$ cat src/hw/dmio_pkg.sv
// package for the drive mode discrete i/o block
// assumes one 125 MHz clock and an avalon-mm register master
package dmio_pkg;

  // clock and timing
  localparam int unsigned CLK_MHZ     = 125;
  localparam int unsigned DEB_TIME_NS = 2000;  // input settle time
  localparam int unsigned DEB_CYC     = (DEB_TIME_NS * CLK_MHZ + 999) / 1000;
  localparam int unsigned DEB_W       = $clog2(DEB_CYC + 1);
  localparam int unsigned BLINK_DEF   = 62_500_000;  // half period, 0.5 s
  localparam int unsigned NODE_WAIT   = 4;           // settle before strap capture

  // register byte offsets
  localparam logic [5:0] OFS_CTRL   = 6'h00;
  localparam logic [5:0] OFS_NODE   = 6'h04;
  localparam logic [5:0] OFS_DECEL  = 6'h08;
  localparam logic [5:0] OFS_PROF   = 6'h0C;
  localparam logic [5:0] OFS_STATUS = 6'h10;

  // field positions and reset values
  localparam int unsigned CTRL_MODE_LSB = 0;
  localparam int unsigned CTRL_BRIDGE   = 2;
  localparam logic [15:0] DECEL_RST     = 16'h0064;
  localparam logic [7:0]  ECO_ACC_RST   = 8'h10;
  localparam logic [7:0]  ECO_PWR_RST   = 8'h80;
  localparam logic [7:0]  PERF_ACC_RST  = 8'h40;
  localparam logic [7:0]  FULL_POWER    = 8'hFF;
  localparam logic [6:0]  NODE_BASE     = 7'h01;
  localparam logic [6:0]  NODE_CFG_STRAP = 7'h00;

  // operating modes
  typedef enum logic [1:0] {
    DMIO_MODE_EV,
    DMIO_MODE_CAN,
    DMIO_MODE_SERIAL,
    DMIO_MODE_SPARE
  } dmio_mode_t;

  // discrete inputs, in debounce-bit order
  localparam int unsigned NPIN = 11;
  typedef struct packed {
    logic reverse_request;
    logic ahead_request;
    logic performance_select_input;
    logic parking_lock_input;
    logic safety_enable_input;
    logic fault_clear_input;
    logic negative_limit_input;
    logic positive_limit_input;
    logic homing_switch_input;
    logic node_select_bit1;
    logic node_select_bit0;
  } dmio_pins_t;

  // commands to motor core
  typedef struct packed {
    logic       run_fwd;
    logic       run_rev;
    logic       halt;
    logic       brake_release;
    logic       perf_profile;
    logic [7:0] accel_rate;
    logic [7:0] power_limit;
  } dmio_cmd_t;

endpackage : dmio_pkg

$ cat src/hw/dmio_top.sv
// drive mode discrete i/o supervision: pins, alarm, lamps, node id
// assumes pins arrive asynchronously and core signals on clk
`timescale 1ns/1ps
module dmio_top #(
  parameter int unsigned BLINK_DIV = dmio_pkg::BLINK_DEF
) (
  // clock and reset
  input  wire logic               clk,
  input  wire logic               arst_n,
  // avalon-mm slave
  input  wire logic [5:0]         avs_address,
  input  wire logic               avs_read,
  input  wire logic               avs_write,
  input  wire logic [31:0]        avs_writedata,
  input  wire logic [3:0]         avs_byteenable,
  output logic [31:0]             avs_readdata,
  output logic                    avs_waitrequest,
  // discrete pins, asynchronous
  input  wire dmio_pkg::dmio_pins_t pins,
  // motor core side
  input  wire logic               alarm_cond,
  input  wire logic               motor_running,
  input  wire logic [15:0]        velocity,
  input  wire logic               throttle_neutral,
  output dmio_pkg::dmio_cmd_t     cmd,
  output logic                    bridge_active,
  // network mode side
  output logic                    can_enable,
  output logic                    serial_enable,
  output logic [6:0]              node_id,
  output logic                    neg_limit_hit,
  output logic                    pos_limit_hit,
  output logic                    home_hit,
  // lamps and power outputs
  output logic                    status_output,
  output logic                    alarm_output,
  output logic                    decel_lamp_output,
  output logic                    brake_coil_output,
  output logic                    fan_supply_output
);

  localparam int unsigned BW = $clog2(BLINK_DIV + 1);

  // synchronise then debounce every pin
  logic [dmio_pkg::NPIN-1:0] raw, meta_r, sync_r, clean_r;
  assign raw = pins;
  genvar g;
  generate
    for (g = 0; g < dmio_pkg::NPIN; g++) begin : g_deb
      logic [dmio_pkg::DEB_W-1:0] cnt_r;
      always_ff @(posedge clk or negedge arst_n) begin
        if (!arst_n) begin
          meta_r[g] <= 1'b0;
          sync_r[g] <= 1'b0;
        end else begin
          meta_r[g] <= raw[g];
          sync_r[g] <= meta_r[g];
        end
      end
      // level accepted only after it held steady for the settle time
      always_ff @(posedge clk or negedge arst_n) begin
        if (!arst_n) begin
          cnt_r      <= '0;
          clean_r[g] <= 1'b0;
        end else if (sync_r[g] == clean_r[g]) begin
          cnt_r <= '0;
        end else if (cnt_r == dmio_pkg::DEB_W'(dmio_pkg::DEB_CYC - 1)) begin
          cnt_r      <= '0;
          clean_r[g] <= sync_r[g];
        end else begin
          cnt_r <= cnt_r + 1'b1;
        end
      end
    end
  endgenerate

  dmio_pkg::dmio_pins_t pin;
  assign pin = clean_r;

  // register file
  logic [1:0]  mode_r;
  logic        bridge_req_r;
  logic [6:0]  node_cfg_r;
  logic [15:0] decel_thr_r;
  logic [7:0]  eco_acc_r, eco_pwr_r, perf_acc_r;
  logic        ack_r;
  logic [31:0] rdata_nxt;
  logic        alarm_r, blink_r, perf_r, park_r, decel_r;
  logic [6:0]  strap_id_r;

  dmio_pkg::dmio_mode_t mode;
  assign mode = dmio_pkg::dmio_mode_t'(mode_r);
  wire ev_mode  = (mode == dmio_pkg::DMIO_MODE_EV);
  wire can_mode = (mode == dmio_pkg::DMIO_MODE_CAN);
  wire ser_mode = (mode == dmio_pkg::DMIO_MODE_SERIAL);

  // one wait cycle for every access, answer on the second edge
  assign avs_waitrequest = (avs_read | avs_write) & ~ack_r;
  wire wr_go = avs_write & ack_r;

  always_ff @(posedge clk or negedge arst_n) begin
    if (!arst_n) ack_r <= 1'b0;
    else         ack_r <= (avs_read | avs_write) & ~ack_r;
  end

  // read mux, unmapped offsets read zero
  always_comb begin
    rdata_nxt = 32'h0000_0000;
    if (avs_address == dmio_pkg::OFS_CTRL) begin
      rdata_nxt[1:0] = mode_r;
      rdata_nxt[dmio_pkg::CTRL_BRIDGE] = bridge_req_r;
    end else if (avs_address == dmio_pkg::OFS_NODE) begin
      rdata_nxt[6:0]  = node_cfg_r;
      rdata_nxt[14:8] = node_id;
    end else if (avs_address == dmio_pkg::OFS_DECEL) begin
      rdata_nxt[15:0] = decel_thr_r;
    end else if (avs_address == dmio_pkg::OFS_PROF) begin
      rdata_nxt[23:0] = {perf_acc_r, eco_pwr_r, eco_acc_r};
    end else if (avs_address == dmio_pkg::OFS_STATUS) begin
      rdata_nxt[10:0] = clean_r;
      rdata_nxt[16]   = alarm_r;
      rdata_nxt[17]   = bridge_active;
      rdata_nxt[18]   = perf_r;
      rdata_nxt[19]   = park_r;
      rdata_nxt[20]   = decel_r;
      rdata_nxt[21]   = motor_running;
    end
  end

  always_ff @(posedge clk or negedge arst_n) begin
    if (!arst_n)                            avs_readdata <= 32'h0000_0000;
    else if (avs_read & ~ack_r)             avs_readdata <= rdata_nxt;
  end

  // register writes with byte lanes
  always_ff @(posedge clk or negedge arst_n) begin
    if (!arst_n) begin
      mode_r       <= 2'h0;
      bridge_req_r <= 1'b0;
      node_cfg_r   <= dmio_pkg::NODE_CFG_STRAP;
      decel_thr_r  <= dmio_pkg::DECEL_RST;
      eco_acc_r    <= dmio_pkg::ECO_ACC_RST;
      eco_pwr_r    <= dmio_pkg::ECO_PWR_RST;
      perf_acc_r   <= dmio_pkg::PERF_ACC_RST;
    end else if (wr_go) begin
      if (avs_address == dmio_pkg::OFS_CTRL && avs_byteenable[0]) begin
        mode_r       <= avs_writedata[dmio_pkg::CTRL_MODE_LSB +: 2];
        bridge_req_r <= avs_writedata[dmio_pkg::CTRL_BRIDGE];
      end else if (avs_address == dmio_pkg::OFS_NODE && avs_byteenable[0]) begin
        node_cfg_r <= avs_writedata[6:0];
      end else if (avs_address == dmio_pkg::OFS_DECEL) begin
        if (avs_byteenable[0]) decel_thr_r[7:0]  <= avs_writedata[7:0];
        if (avs_byteenable[1]) decel_thr_r[15:8] <= avs_writedata[15:8];
      end else if (avs_address == dmio_pkg::OFS_PROF) begin
        if (avs_byteenable[0]) eco_acc_r  <= avs_writedata[7:0];
        if (avs_byteenable[1]) eco_pwr_r  <= avs_writedata[15:8];
        if (avs_byteenable[2]) perf_acc_r <= avs_writedata[23:16];
      end
    end
  end

  // bridge on only from neutral throttle with safety present
  wire safe_ok = pin.safety_enable_input;
  wire activate = bridge_req_r & ~bridge_active & throttle_neutral & safe_ok;
  always_ff @(posedge clk or negedge arst_n) begin
    if (!arst_n)                       bridge_active <= 1'b0;
    else if (!bridge_req_r || !safe_ok) bridge_active <= 1'b0;
    else if (activate)                 bridge_active <= 1'b1;
  end

  // selections frozen while the bridge runs
  always_ff @(posedge clk or negedge arst_n) begin
    if (!arst_n) begin
      perf_r <= 1'b0;
      park_r <= 1'b0;
    end else if (!bridge_active && throttle_neutral && !ser_mode) begin
      perf_r <= pin.performance_select_input;
      park_r <= pin.parking_lock_input;
    end
  end

  // direction interlock, both high means stop
  wire fwd_ok = ev_mode & pin.ahead_request & ~pin.reverse_request;
  wire rev_ok = ev_mode & pin.reverse_request & ~pin.ahead_request;

  // command bundle; safety loss overrides halt, run and brake release
  always_comb begin
    cmd.halt          = ~safe_ok | ~bridge_active;
    cmd.run_fwd       = bridge_active & safe_ok & fwd_ok;
    cmd.run_rev       = bridge_active & safe_ok & rev_ok;
    cmd.brake_release = ~safe_ok | (park_r & ~ser_mode);
    cmd.perf_profile  = perf_r;
    cmd.accel_rate    = perf_r ? perf_acc_r : eco_acc_r;
    cmd.power_limit   = perf_r ? dmio_pkg::FULL_POWER : eco_pwr_r;
  end

  // brake coil power output feeds the fan in vehicle mode
  assign fan_supply_output = ev_mode;
  assign brake_coil_output = ~ev_mode & cmd.brake_release;

  // network and serial mode pins
  assign can_enable    = can_mode;
  assign serial_enable = ser_mode;
  assign neg_limit_hit = can_mode & pin.negative_limit_input;
  assign pos_limit_hit = can_mode & pin.positive_limit_input;
  assign home_hit      = can_mode & pin.homing_switch_input;

  // straps caught once after power-up from the sync flops, before the debouncers settle
  logic [3:0] boot_cnt_r;
  logic       boot_done_r;
  always_ff @(posedge clk or negedge arst_n) begin
    if (!arst_n) begin
      boot_cnt_r  <= 4'h0;
      boot_done_r <= 1'b0;
      strap_id_r  <= dmio_pkg::NODE_BASE;
    end else if (!boot_done_r) begin
      boot_cnt_r <= boot_cnt_r + 1'b1;
      if (boot_cnt_r == 4'(dmio_pkg::NODE_WAIT)) begin
        boot_done_r <= 1'b1;
        strap_id_r  <= dmio_pkg::NODE_BASE
                     + {5'h00, sync_r[1], sync_r[0]};
      end
    end
  end
  assign node_id = (node_cfg_r == dmio_pkg::NODE_CFG_STRAP)
                 ? strap_id_r : node_cfg_r;

  // alarm latch, a new alarm beats a clear in the same cycle
  logic clr_prev_r;
  always_ff @(posedge clk or negedge arst_n) begin
    if (!arst_n) clr_prev_r <= 1'b0;
    else         clr_prev_r <= pin.fault_clear_input;
  end
  wire clr_edge = pin.fault_clear_input & ~clr_prev_r & ~ser_mode;

  always_ff @(posedge clk or negedge arst_n) begin
    if (!arst_n)         alarm_r <= 1'b0;
    else if (alarm_cond) alarm_r <= 1'b1;
    else if (clr_edge)   alarm_r <= 1'b0;
  end

  // blink divider; half period in clock cycles
  logic [BW-1:0] blink_cnt_r;
  wire blink_tick = (blink_cnt_r == BW'(BLINK_DIV - 1));
  always_ff @(posedge clk or negedge arst_n) begin
    if (!arst_n)         blink_cnt_r <= '0;
    else if (blink_tick) blink_cnt_r <= '0;
    else                 blink_cnt_r <= blink_cnt_r + 1'b1;
  end
  always_ff @(posedge clk or negedge arst_n) begin
    if (!arst_n)         blink_r <= 1'b0;
    else if (blink_tick) blink_r <= ~blink_r;
  end

  // status lamp, alarm has the last word
  always_ff @(posedge clk or negedge arst_n) begin
    if (!arst_n)            status_output <= 1'b0;
    else if (alarm_r)       status_output <= 1'b0;
    else if (motor_running) status_output <= 1'b1;
    else                    status_output <= blink_r;
  end

  // alarm pin toggles at the blink rate while an alarm stands
  always_ff @(posedge clk or negedge arst_n) begin
    if (!arst_n)                      alarm_output <= 1'b0;
    else if (!alarm_r)                alarm_output <= 1'b0;
    else if (blink_tick)              alarm_output <= ~alarm_output;
  end

  // decel lamp: drop from last peak velocity reaches threshold
  logic [15:0] peak_r;
  always_ff @(posedge clk or negedge arst_n) begin
    if (!arst_n) begin
      peak_r  <= 16'h0000;
      decel_r <= 1'b0;
    end else if (!ev_mode || velocity >= peak_r) begin
      peak_r  <= velocity;
      decel_r <= 1'b0;
    end else if ((peak_r - velocity) >= decel_thr_r) begin
      decel_r <= 1'b1;
    end
  end
  assign decel_lamp_output = decel_r & ev_mode;
endmodule : dmio_top

$ cat config.mk
export PLATFORM = sky130hd
export DESIGN_NAME = dmio_top
export DESIGN_NICKNAME = d
export VERILOG_FILES = /design/src/hw/dmio_pkg.sv /design/src/hw/dmio_top.sv
export SDC_FILE = /design/constraint.sdc
export NUM_CORES = 1
export LEC_CHECK = 0
export BUFFER_PORTS_ARGS = -buffer_cell sky130_fd_sc_hd__buf_4
export CAP_MARGIN = 20
export CORE_MARGIN = 2
export CORE_UTILIZATION = 40
export CTS_BUF_LIST = sky130_fd_sc_hd__clkbuf_16
export DETAILED_ROUTE_END_ITERATION = 16
export GPL_ROUTABILITY_DRIVEN = 0
export GPL_TIMING_DRIVEN = 0
export HOLD_SLACK_MARGIN = 0.06
export PLACE_DENSITY = 0.54
export SKIP_CTS_REPAIR_TIMING = 1
export SLEW_MARGIN = 30
export SYNTH_ARGS = -nofsm -noshare
export SYNTH_HDL_FRONTEND = slang
export SYNTH_SLANG_ARGS = --single-unit
$ cat constraint.sdc
create_clock -name clk -period 6.75 [get_ports clk]
set_clock_uncertainty 0.1 [all_clocks]
set_input_delay 1.35 -clock clk [delete_from_list [all_inputs] [get_ports clk]]
set_output_delay 1.35 -clock clk [all_outputs]
set_load 0.05 [all_outputs]
# Yosys cells after proc, flatten, opt, wreduce, memory -nomap -nowiden
# Index checks and enable logic that the tools add are counted.
[totals]
output_inout_bits = 72
register_bits = 259
word_cells = 253
input_bits = 76
[classes]
order_cmp = 2
addsub = 15
n_eq_ne = 31
n_bitwise = 49
reduce_logical = 36
muxes = 52
[op_table]
columns = ["cell", "n"]
rows = [
  ["$mux W8", 25],
  ["$add A8 B1 Y8 const B", 11],
  ["$eq A8 B8 Y1 const B", 11],
  ["$ge A16 B16 Y1", 2],
  ["$add A26 B1 Y26 const B", 1],
  ["$eq A26 B26 Y1 const B", 1],
  ["$mux W26", 1],
  ["$reduce_and A2 Y1", 13],
  ["$not A1 Y1", 25],
  ["$mux W11", 2],
  ["$and A1 B1 Y1", 21],
  ["$mux W21", 1],
  ["$mux W7", 3],
  ["$reduce_and A6 Y1", 3],
  ["$mux W16", 1],
  ["$sub A16 B16 Y16", 1],
  ["$mux W1", 13],
  ["$eq A6 B4 Y1 const B", 2],
  ["$mux W6", 2],
  ["$eq A1 B1 Y1", 11],
  ["$reduce_and A5 Y1", 2],
  ["$mux W9", 1],
  ["$logic_not A7 Y1", 1],
  ["$eq A6 B3 Y1 const B", 1],
  ["18 further kinds", 30],
]

# Longest topological paths before layout
# Gate-level depths: netlist of the first run.
[depth]
ltp_word = 6
mapped_depth = 15
depth_no_buf = 14

# Worst setup path after synthesis of the first run
# OpenSTA, ideal clock, no wires.
[synth_path]
kind = "reg-to-output"
startpoint = "register mode_r[1] (netlist: mode[1])"
endpoint = "output port cmd[19] (netlist name)"
path_stages_with_launch = 4
arrival_ns = 2.572
path_slack_ns = 2.728
path_buffers = 0
t_required_ns = 5.300
path_cell_list = "dfrtp_1 -> nor2_1 -> nand3_1 -> nor3b_1"
[synth_rtl]
columns = ["item", "line", "rtl"]
rows = [
  ["start, declared", "dmio_top.sv:81", "logic [1:0] mode_r;"],
  ["start signal, assigned", "dmio_top.sv:147", "mode_r <= avs_writedata[dmio_pkg::CTRL_MODE_LSB +: 2];"],
  ["end, declared", "dmio_top.sv:25", "output dmio_pkg::dmio_cmd_t cmd,"],
]

==> results of run 1 <==
## worst paths after layout
path / start / endpoint / slack [ns] / cells after the start
max in group asynchronous: arst_n / peak_r[10] / 4.86 / 3
hold reg to reg: meta_r[0] / sync_r[0] / 0.24 / 0
setup / recovery: mode[1] / cmd[19] / 2.75 / 4
setup reg to reg: peak_r[0] / decel_r / 3.39 / 15
min in group asynchronous: arst_n / g_deb[2].cnt_r[4] / 0.62 / 1
hold / removal: meta_r[0] / sync_r[0] / 0.24 / 0
## metal layers
metal	vias to the layer above	GRT usage	part of all wire
met3	31	0.0306	0.046
met5	-	0	0.00041
met2	127	0.301	0.48
li1	4365	-	-
met4	2	0.0348	0.014
met1	4326	0.247	0.46
## state kept, by name (all words and copies together), names as in the netlist, 2 cells and up
name / flops
mode: 2
blink_cnt_r: 26
decel_thr_r: 16
eco_pwr_r: 8
sync_r: 11
g_deb.cnt_r: 88
boot_cnt_r: 4
peak_r: 16
meta_r: 11
avs_readdata: 24
perf_acc_r: 8
node_cfg_r: 7
clean_r: 10
eco_acc_r: 8
strap_id_r: 3
## layout make-up
class / instances / share of cell area
multi-input cells: 840 / 0.379
plain buffers: 47 / 0.0151
clock inverters: 23 / 0.0152
well taps: 396 / 0.0330
inverters: 56 / 0.0140
repair buffers: 132 / 0.0704
clock buffers: 29 / 0.0483
flip-flops and latches: 255 / 0.425
## cell families (layout without fill, tap and decap cells)
logic type               after synthesis  in the layout
other                                  1              8
AO/OA/AOI/OAI                        129            129
XOR/XNOR                             113            113
adder cells (fa/ha/maj)               59             59
multiplexers                          92             92
AND/OR/NAND/NOR                      439            439
buffers and inverters                103            287
flip-flops                           255            255
## power by group through the flow
| stage | clock (mW) | sequential, mW | combinational [mW] |
|---|---|---|---|
| after floorplan | 0 | 1.71 | 0.746 |
| after global placement | 0 | 1.72 | 1.00 |
| after detailed placement | 0 | 1.72 | 1.03 |
| after CTS | 1.64 | 1.70 | 1.03 |
| after global routing | 1.70 | 1.71 | 1.16 |
| final | 1.59 | 1.70 | 1.02 |
## cells in the final DEF, fill, tap and decap left out, types with 8 or more instances in the layout
| cell type | count |
|---|---|
| nor2_1 | 158 |
| ha_1 | 58 |
| o31ai_1 | 10 |
| clkbuf_16 | 29 |
| a22oi_1 | 11 |
| mux2_2 | 82 |
| nor3_1 | 23 |
| xnor2_1 | 54 |
| nand3_1 | 50 |
| clkbuf_1 | 30 |
| nand4_1 | 17 |
| buf_4 | 137 |
| a21oi_1 | 37 |
| dfrtp_1 | 248 |
| nand2_1 | 97 |
| nor2b_1 | 9 |
| and3_1 | 16 |
| inv_1 | 63 |
| xor2_1 | 59 |
| o21ai_0 | 38 |
| or2_2 | 8 |
| conb_1 | 8 |
| nand2b_1 | 24 |
## worst reg2reg max path, stage by stage (launching register included)
cell and delay, ns:
dfrtp_1 0.34, inv_1 0.04, ha_1 0.19, fa_1 0.40, nand2b_1 0.19, a211oi_2 0.25
or3_1 0.15, clkbuf_1 0.22, a2111o_1 0.18, nand4_1 0.13, ha_1 0.32, a21o_1 0.18
a21oi_1 0.17, nand4b_1 0.11, a41oi_1 0.18, nor3b_1 0.07
## metrics by stage
stage               utilization  std cells  hold WS [ns]
global placement          0.456       1723         0.234
detailed placement        0.459       1726         0.235
CTS                       0.490       1778         0.238
finish                    0.490       1778         0.245
floorplan                     -       1198         0.231
global route              0.490       1778         0.257
==> run metrics, run 1 <==
status finished, final reports clean; PwrDens 286 nW/um2; die width 181 um; total negative slack 0 ns; Worst EP required 5.30 ns; Area growth syn-to-layout 20.3%; GRT Util Overall 0.180; Top FF cell, synth dfrtp_1; die height 181 um; vias per cell 4.98; clk sinks 255; crit path kind register to output pin; worst min path class register to register; Synth Warn # 0; CTS H-tree lvls 1; final hold violations 0; Synth area leader dfrtp_1; final worst path period share 0.592; adder-cell share of the synthesized area 0.0597; GR Overflow Total 0; LEAKAGE 7.16 nW; # diodes 0; clock power share 0.369; CTS tree yes; CP top delay family simple AND/OR/NAND/NOR gates; Routed WL 29,300 um; Synth area leaders dfrtp_1 (50%), mux2_2 (7.4%), ha_1 (5.8%); vias in the first global route 8,817; Synth top cells by count dfrtp_1 (248), nor2_1 (158), nand2_1 (97); final setup violation count 0; Die ar. 32,700 um2; Placed Area 14,100 um2; fill count 2,960; DRC viols 0; f_max 0.250 GHz; register bit total from synthesis 255; Slew Limit Fails 0; Max-Cap Viols 0; DR WL/cell 16.5 um; post-synthesis compound-gate area fraction 0.0645; clock slew at reported path FFs 0.06 ns; Design Area, Final 15,000 um2; Placement Setup Slack 2.23 ns; top-area cell type share of the netlist area 0.497; CP Launch Type register; fin crit period 4.00 ns; CP max-delay cell nor2_1; antenna violations before repair 1; Least-Margin Pin Slew 0.796 ns; Initial Util 0.407; Psw 1.27 mW; Mapped Cells 1,191; Cell Area, Synth 12,500 um2; Max clock buf depth 3; crit end category output pin; max incr delay on CP 0.64 ns; area of the multi-input gates 5700 um2; Post-synth ARST share 1.00; Antenna Nets Post-Route 0; Worst-Skew Late Latency 0.54 ns; Core Region 30,700 um2; post-synthesis sequential area ratio 0.511; largest net degree at the start of global routing 74; Mapped Avg Cell Area 10.5 um2; final worst slack 2.75 ns; Critical Path, Cell by Cell nor2_1, nand3_1, nor3b_1, buf_4; clk root buf clkbuf_16; Post-synth EDFFs 0; Max IR drop VDD 0.000277 V; slew margin rel. 0.468; RSZ-0062 raised after global routing no; layout cells sized above 1 0.218; Buf/Inv on CP 1; total power 4.30 mW; DR pass1 iterations 5; TritonCTS Buffers 29; mux share of post-synthesis cell area 0.0831; DP Wirelength 22,000 um; P_int 3.03 mW; Reg area 6390 um2; Final #Nets 1,496; Iteration-0 DRC Markers 359; library cells used by synthesis 65; power share of the sequential group 0.394; first-pass GRT wire length 47,200 um; post-synthesis xor/xnor area fraction 0.0792; vias post-DR 8,851; combinational power share 0.236; largest family of logic cells by synthesized area simple AND/OR/NAND/NOR gates; most frequent cell after synthesis dfrtp_1; Worst EP arrival 2.55 ns; I/O pin cnt 148; IO buf count 129; Synth Area in Simple Gates 0.167; row count 64; switching share of total power 0.295; Max Fanout on Critical Path 5
No activity file was read; power rests on OpenSTA's default activity.
==> inputs of run 2 (changes only) <==
--- a/config.mk
+++ b/config.mk
@@ -14,7 +14,7 @@
 export GPL_ROUTABILITY_DRIVEN = 0
 export GPL_TIMING_DRIVEN = 0
 export HOLD_SLACK_MARGIN = 0.06
-export PLACE_DENSITY = 0.54
+export PLACE_DENSITY = 0.57
 export SKIP_CTS_REPAIR_TIMING = 1
 export SLEW_MARGIN = 30
 export SYNTH_ARGS = -nofsm -noshare
==> constraint.sdc (replaced) <==
create_clock -name clk -period 3.5 [get_ports clk]
set_clock_uncertainty 0.1 [all_clocks]
set_input_delay 0.7 -clock clk [delete_from_list [all_inputs] [get_ports clk]]
set_output_delay 0.7 -clock clk [all_outputs]
set_load 0.05 [all_outputs]
==> run metrics, run 2 (same netlist as run 1, synthesis figures left out) <==
Placement Setup Slack -0.332 ns; GR Overflow Total 0; worst flop-to-flop path startpoint peak_r[0]; final worst slack 0.243 ns; DRC viols 0; Final #Nets 1,496; Initial Util 0.407; Slew Limit Fails 0; CP max-delay cell or3_1; crit-path most repeated cell ha_1; CTS tree yes; vias in the first global route 8,842; Worst EP required 3.83 ns; die height 181 um; Iteration-0 DRC Markers 410; PwrDens 538 nW/um2; CP top delay family compound AO/OA/AOI/OAI gates; final hold violations 0; first-pass GRT wire length 47,600 um; Hold Path Sink meta_r[2]; Area growth syn-to-layout 19.8%; fin crit period 3.26 ns; slew margin rel. 0.513; Worst EP arrival 3.59 ns; worst min path class primary input to register; reg2reg end decel_r; # diodes 0; Worst-Skew Late Latency 0.55 ns; crit path kind register to register; I/O pin cnt 148; GRT Util Overall 0.181; Max clock buf depth 3; Design Area, Final 15,000 um2; die width 181 um; most frequent cells in the layout dfrtp_1 (248), nor2_1 (157), buf_4 (137); max reg flops 88; final worst path period share 0.931; worst hold margin 0.151 ns; crit end category register; CP Launch Type register; Critical Path, Cell by Cell inv_1, ha_1, fa_1, nand2b_1, a211oi_2, or3_1, a2111o_1, nand4_1, ha_1, a21o_1, a21oi_1, nand4b_1, a41oi_1, nor3b_1; RSZ-0062 raised after global routing no; CP startpoint peak_r[0]; R2R depth 14; f_max 0.307 GHz; Placed Area 14,100 um2; Routed WL 29,200 um; WHS Path Cells 1; CTS H-tree lvls 1; layout cells sized above 1 0.217; largest registers g_deb.cnt_r (88), blink_cnt_r (26), avs_readdata (24); Core Region 30,700 um2; Hold Startpoint pins[2]; reg2reg setup slack 0.24 ns; DR pass1 iterations 5; clk root buf clkbuf_16; vias per cell 4.96; Biggest register g_deb.cnt_r; total power 8.06 mW; TritonCTS Buffers 29; vias post-DR 8,825; Die ar. 32,700 um2; DP Wirelength 21,600 um; Least-Margin Pin Slew 0.724 ns; DR WL/cell 16.4 um; Max-Cap Viols 0; clock slew at reported path FFs 0.06 ns; IO buf count 129; row count 64; status finished, final reports clean; antenna violations before repair 1; largest net degree at the start of global routing 85; commonest non-fill, non-tap cell in the layout dfrtp_1; Max IR drop VDD 0.000345 V; max incr delay on CP 0.46 ns; Buf/Inv on CP 1; Antenna Nets Post-Route 0; final setup violation count 0; Max Fanout on Critical Path 5; clk sinks 255; LEAKAGE 7.14 nW
[run 2: cell types whose count changed in the layout (fill, tap and decap cells not counted), sizes merged]
cell and delta:
dlygate4sd3 +1, clkinvlp -1, clkbuf -1, bufinv -3
clkinv +2, inv +2
[run 2: through the flow]
stage	std cells	utilization	setup TNS, ns
floorplan	1198	-	0
global placement	1723	0.456	-139.76
detailed placement	1726	0.459	-0.332
CTS	1778	0.488	0
global route	1778	0.488	0
finish	1778	0.488	0
[run 2: worst max path at each step]
stage	slack [ns]	end	cells past startpoint
floorplan	0.13	cmd[19]	3
global placement	-0.58	peak_r[14]	1
detailed placement	-0.33	decel_r	15
CTS	0.04	cmd[20]	4
global route	0.07	decel_r	14
finish	0.24	decel_r	14
[run 2: report_power, final]
group	switching, mW	internal (mW)
logic	1.11	0.842
clock network	1.20	1.64
registers	0.134	3.14
[run 2: final cells by class]
type,instances,area [um2]
tap,396,495
fill,2876,15700
clock buffer,29,726
timing repair buffer,133,1070
clock inverter,23,153
sequential,255,6390
multi-input combinational,840,5700
buffer,46,223
inverter,56,210
[run 2: worst register-to-register path, stage by stage (launching register included)]
cell,delay [ns]
dfrtp_1,0.37
inv_1,0.06
ha_1,0.16
fa_1,0.21
nand2b_1,0.16
a211oi_2,0.09
or3_1,0.46
a2111o_1,0.44
nand4_1,0.12
ha_1,0.27
a21o_1,0.18
a21oi_1,0.17
nand4b_1,0.11
a41oi_1,0.17
nor3b_1,0.07
[run 2: metal layers]
layer  GRT usage  part of all wire  up-vias
li1            -                 -     4363
met1       0.251              0.46     4250
met4      0.0665             0.034        0
met2       0.287              0.46      160
met5           0                 0        -
met3      0.0292             0.042       52
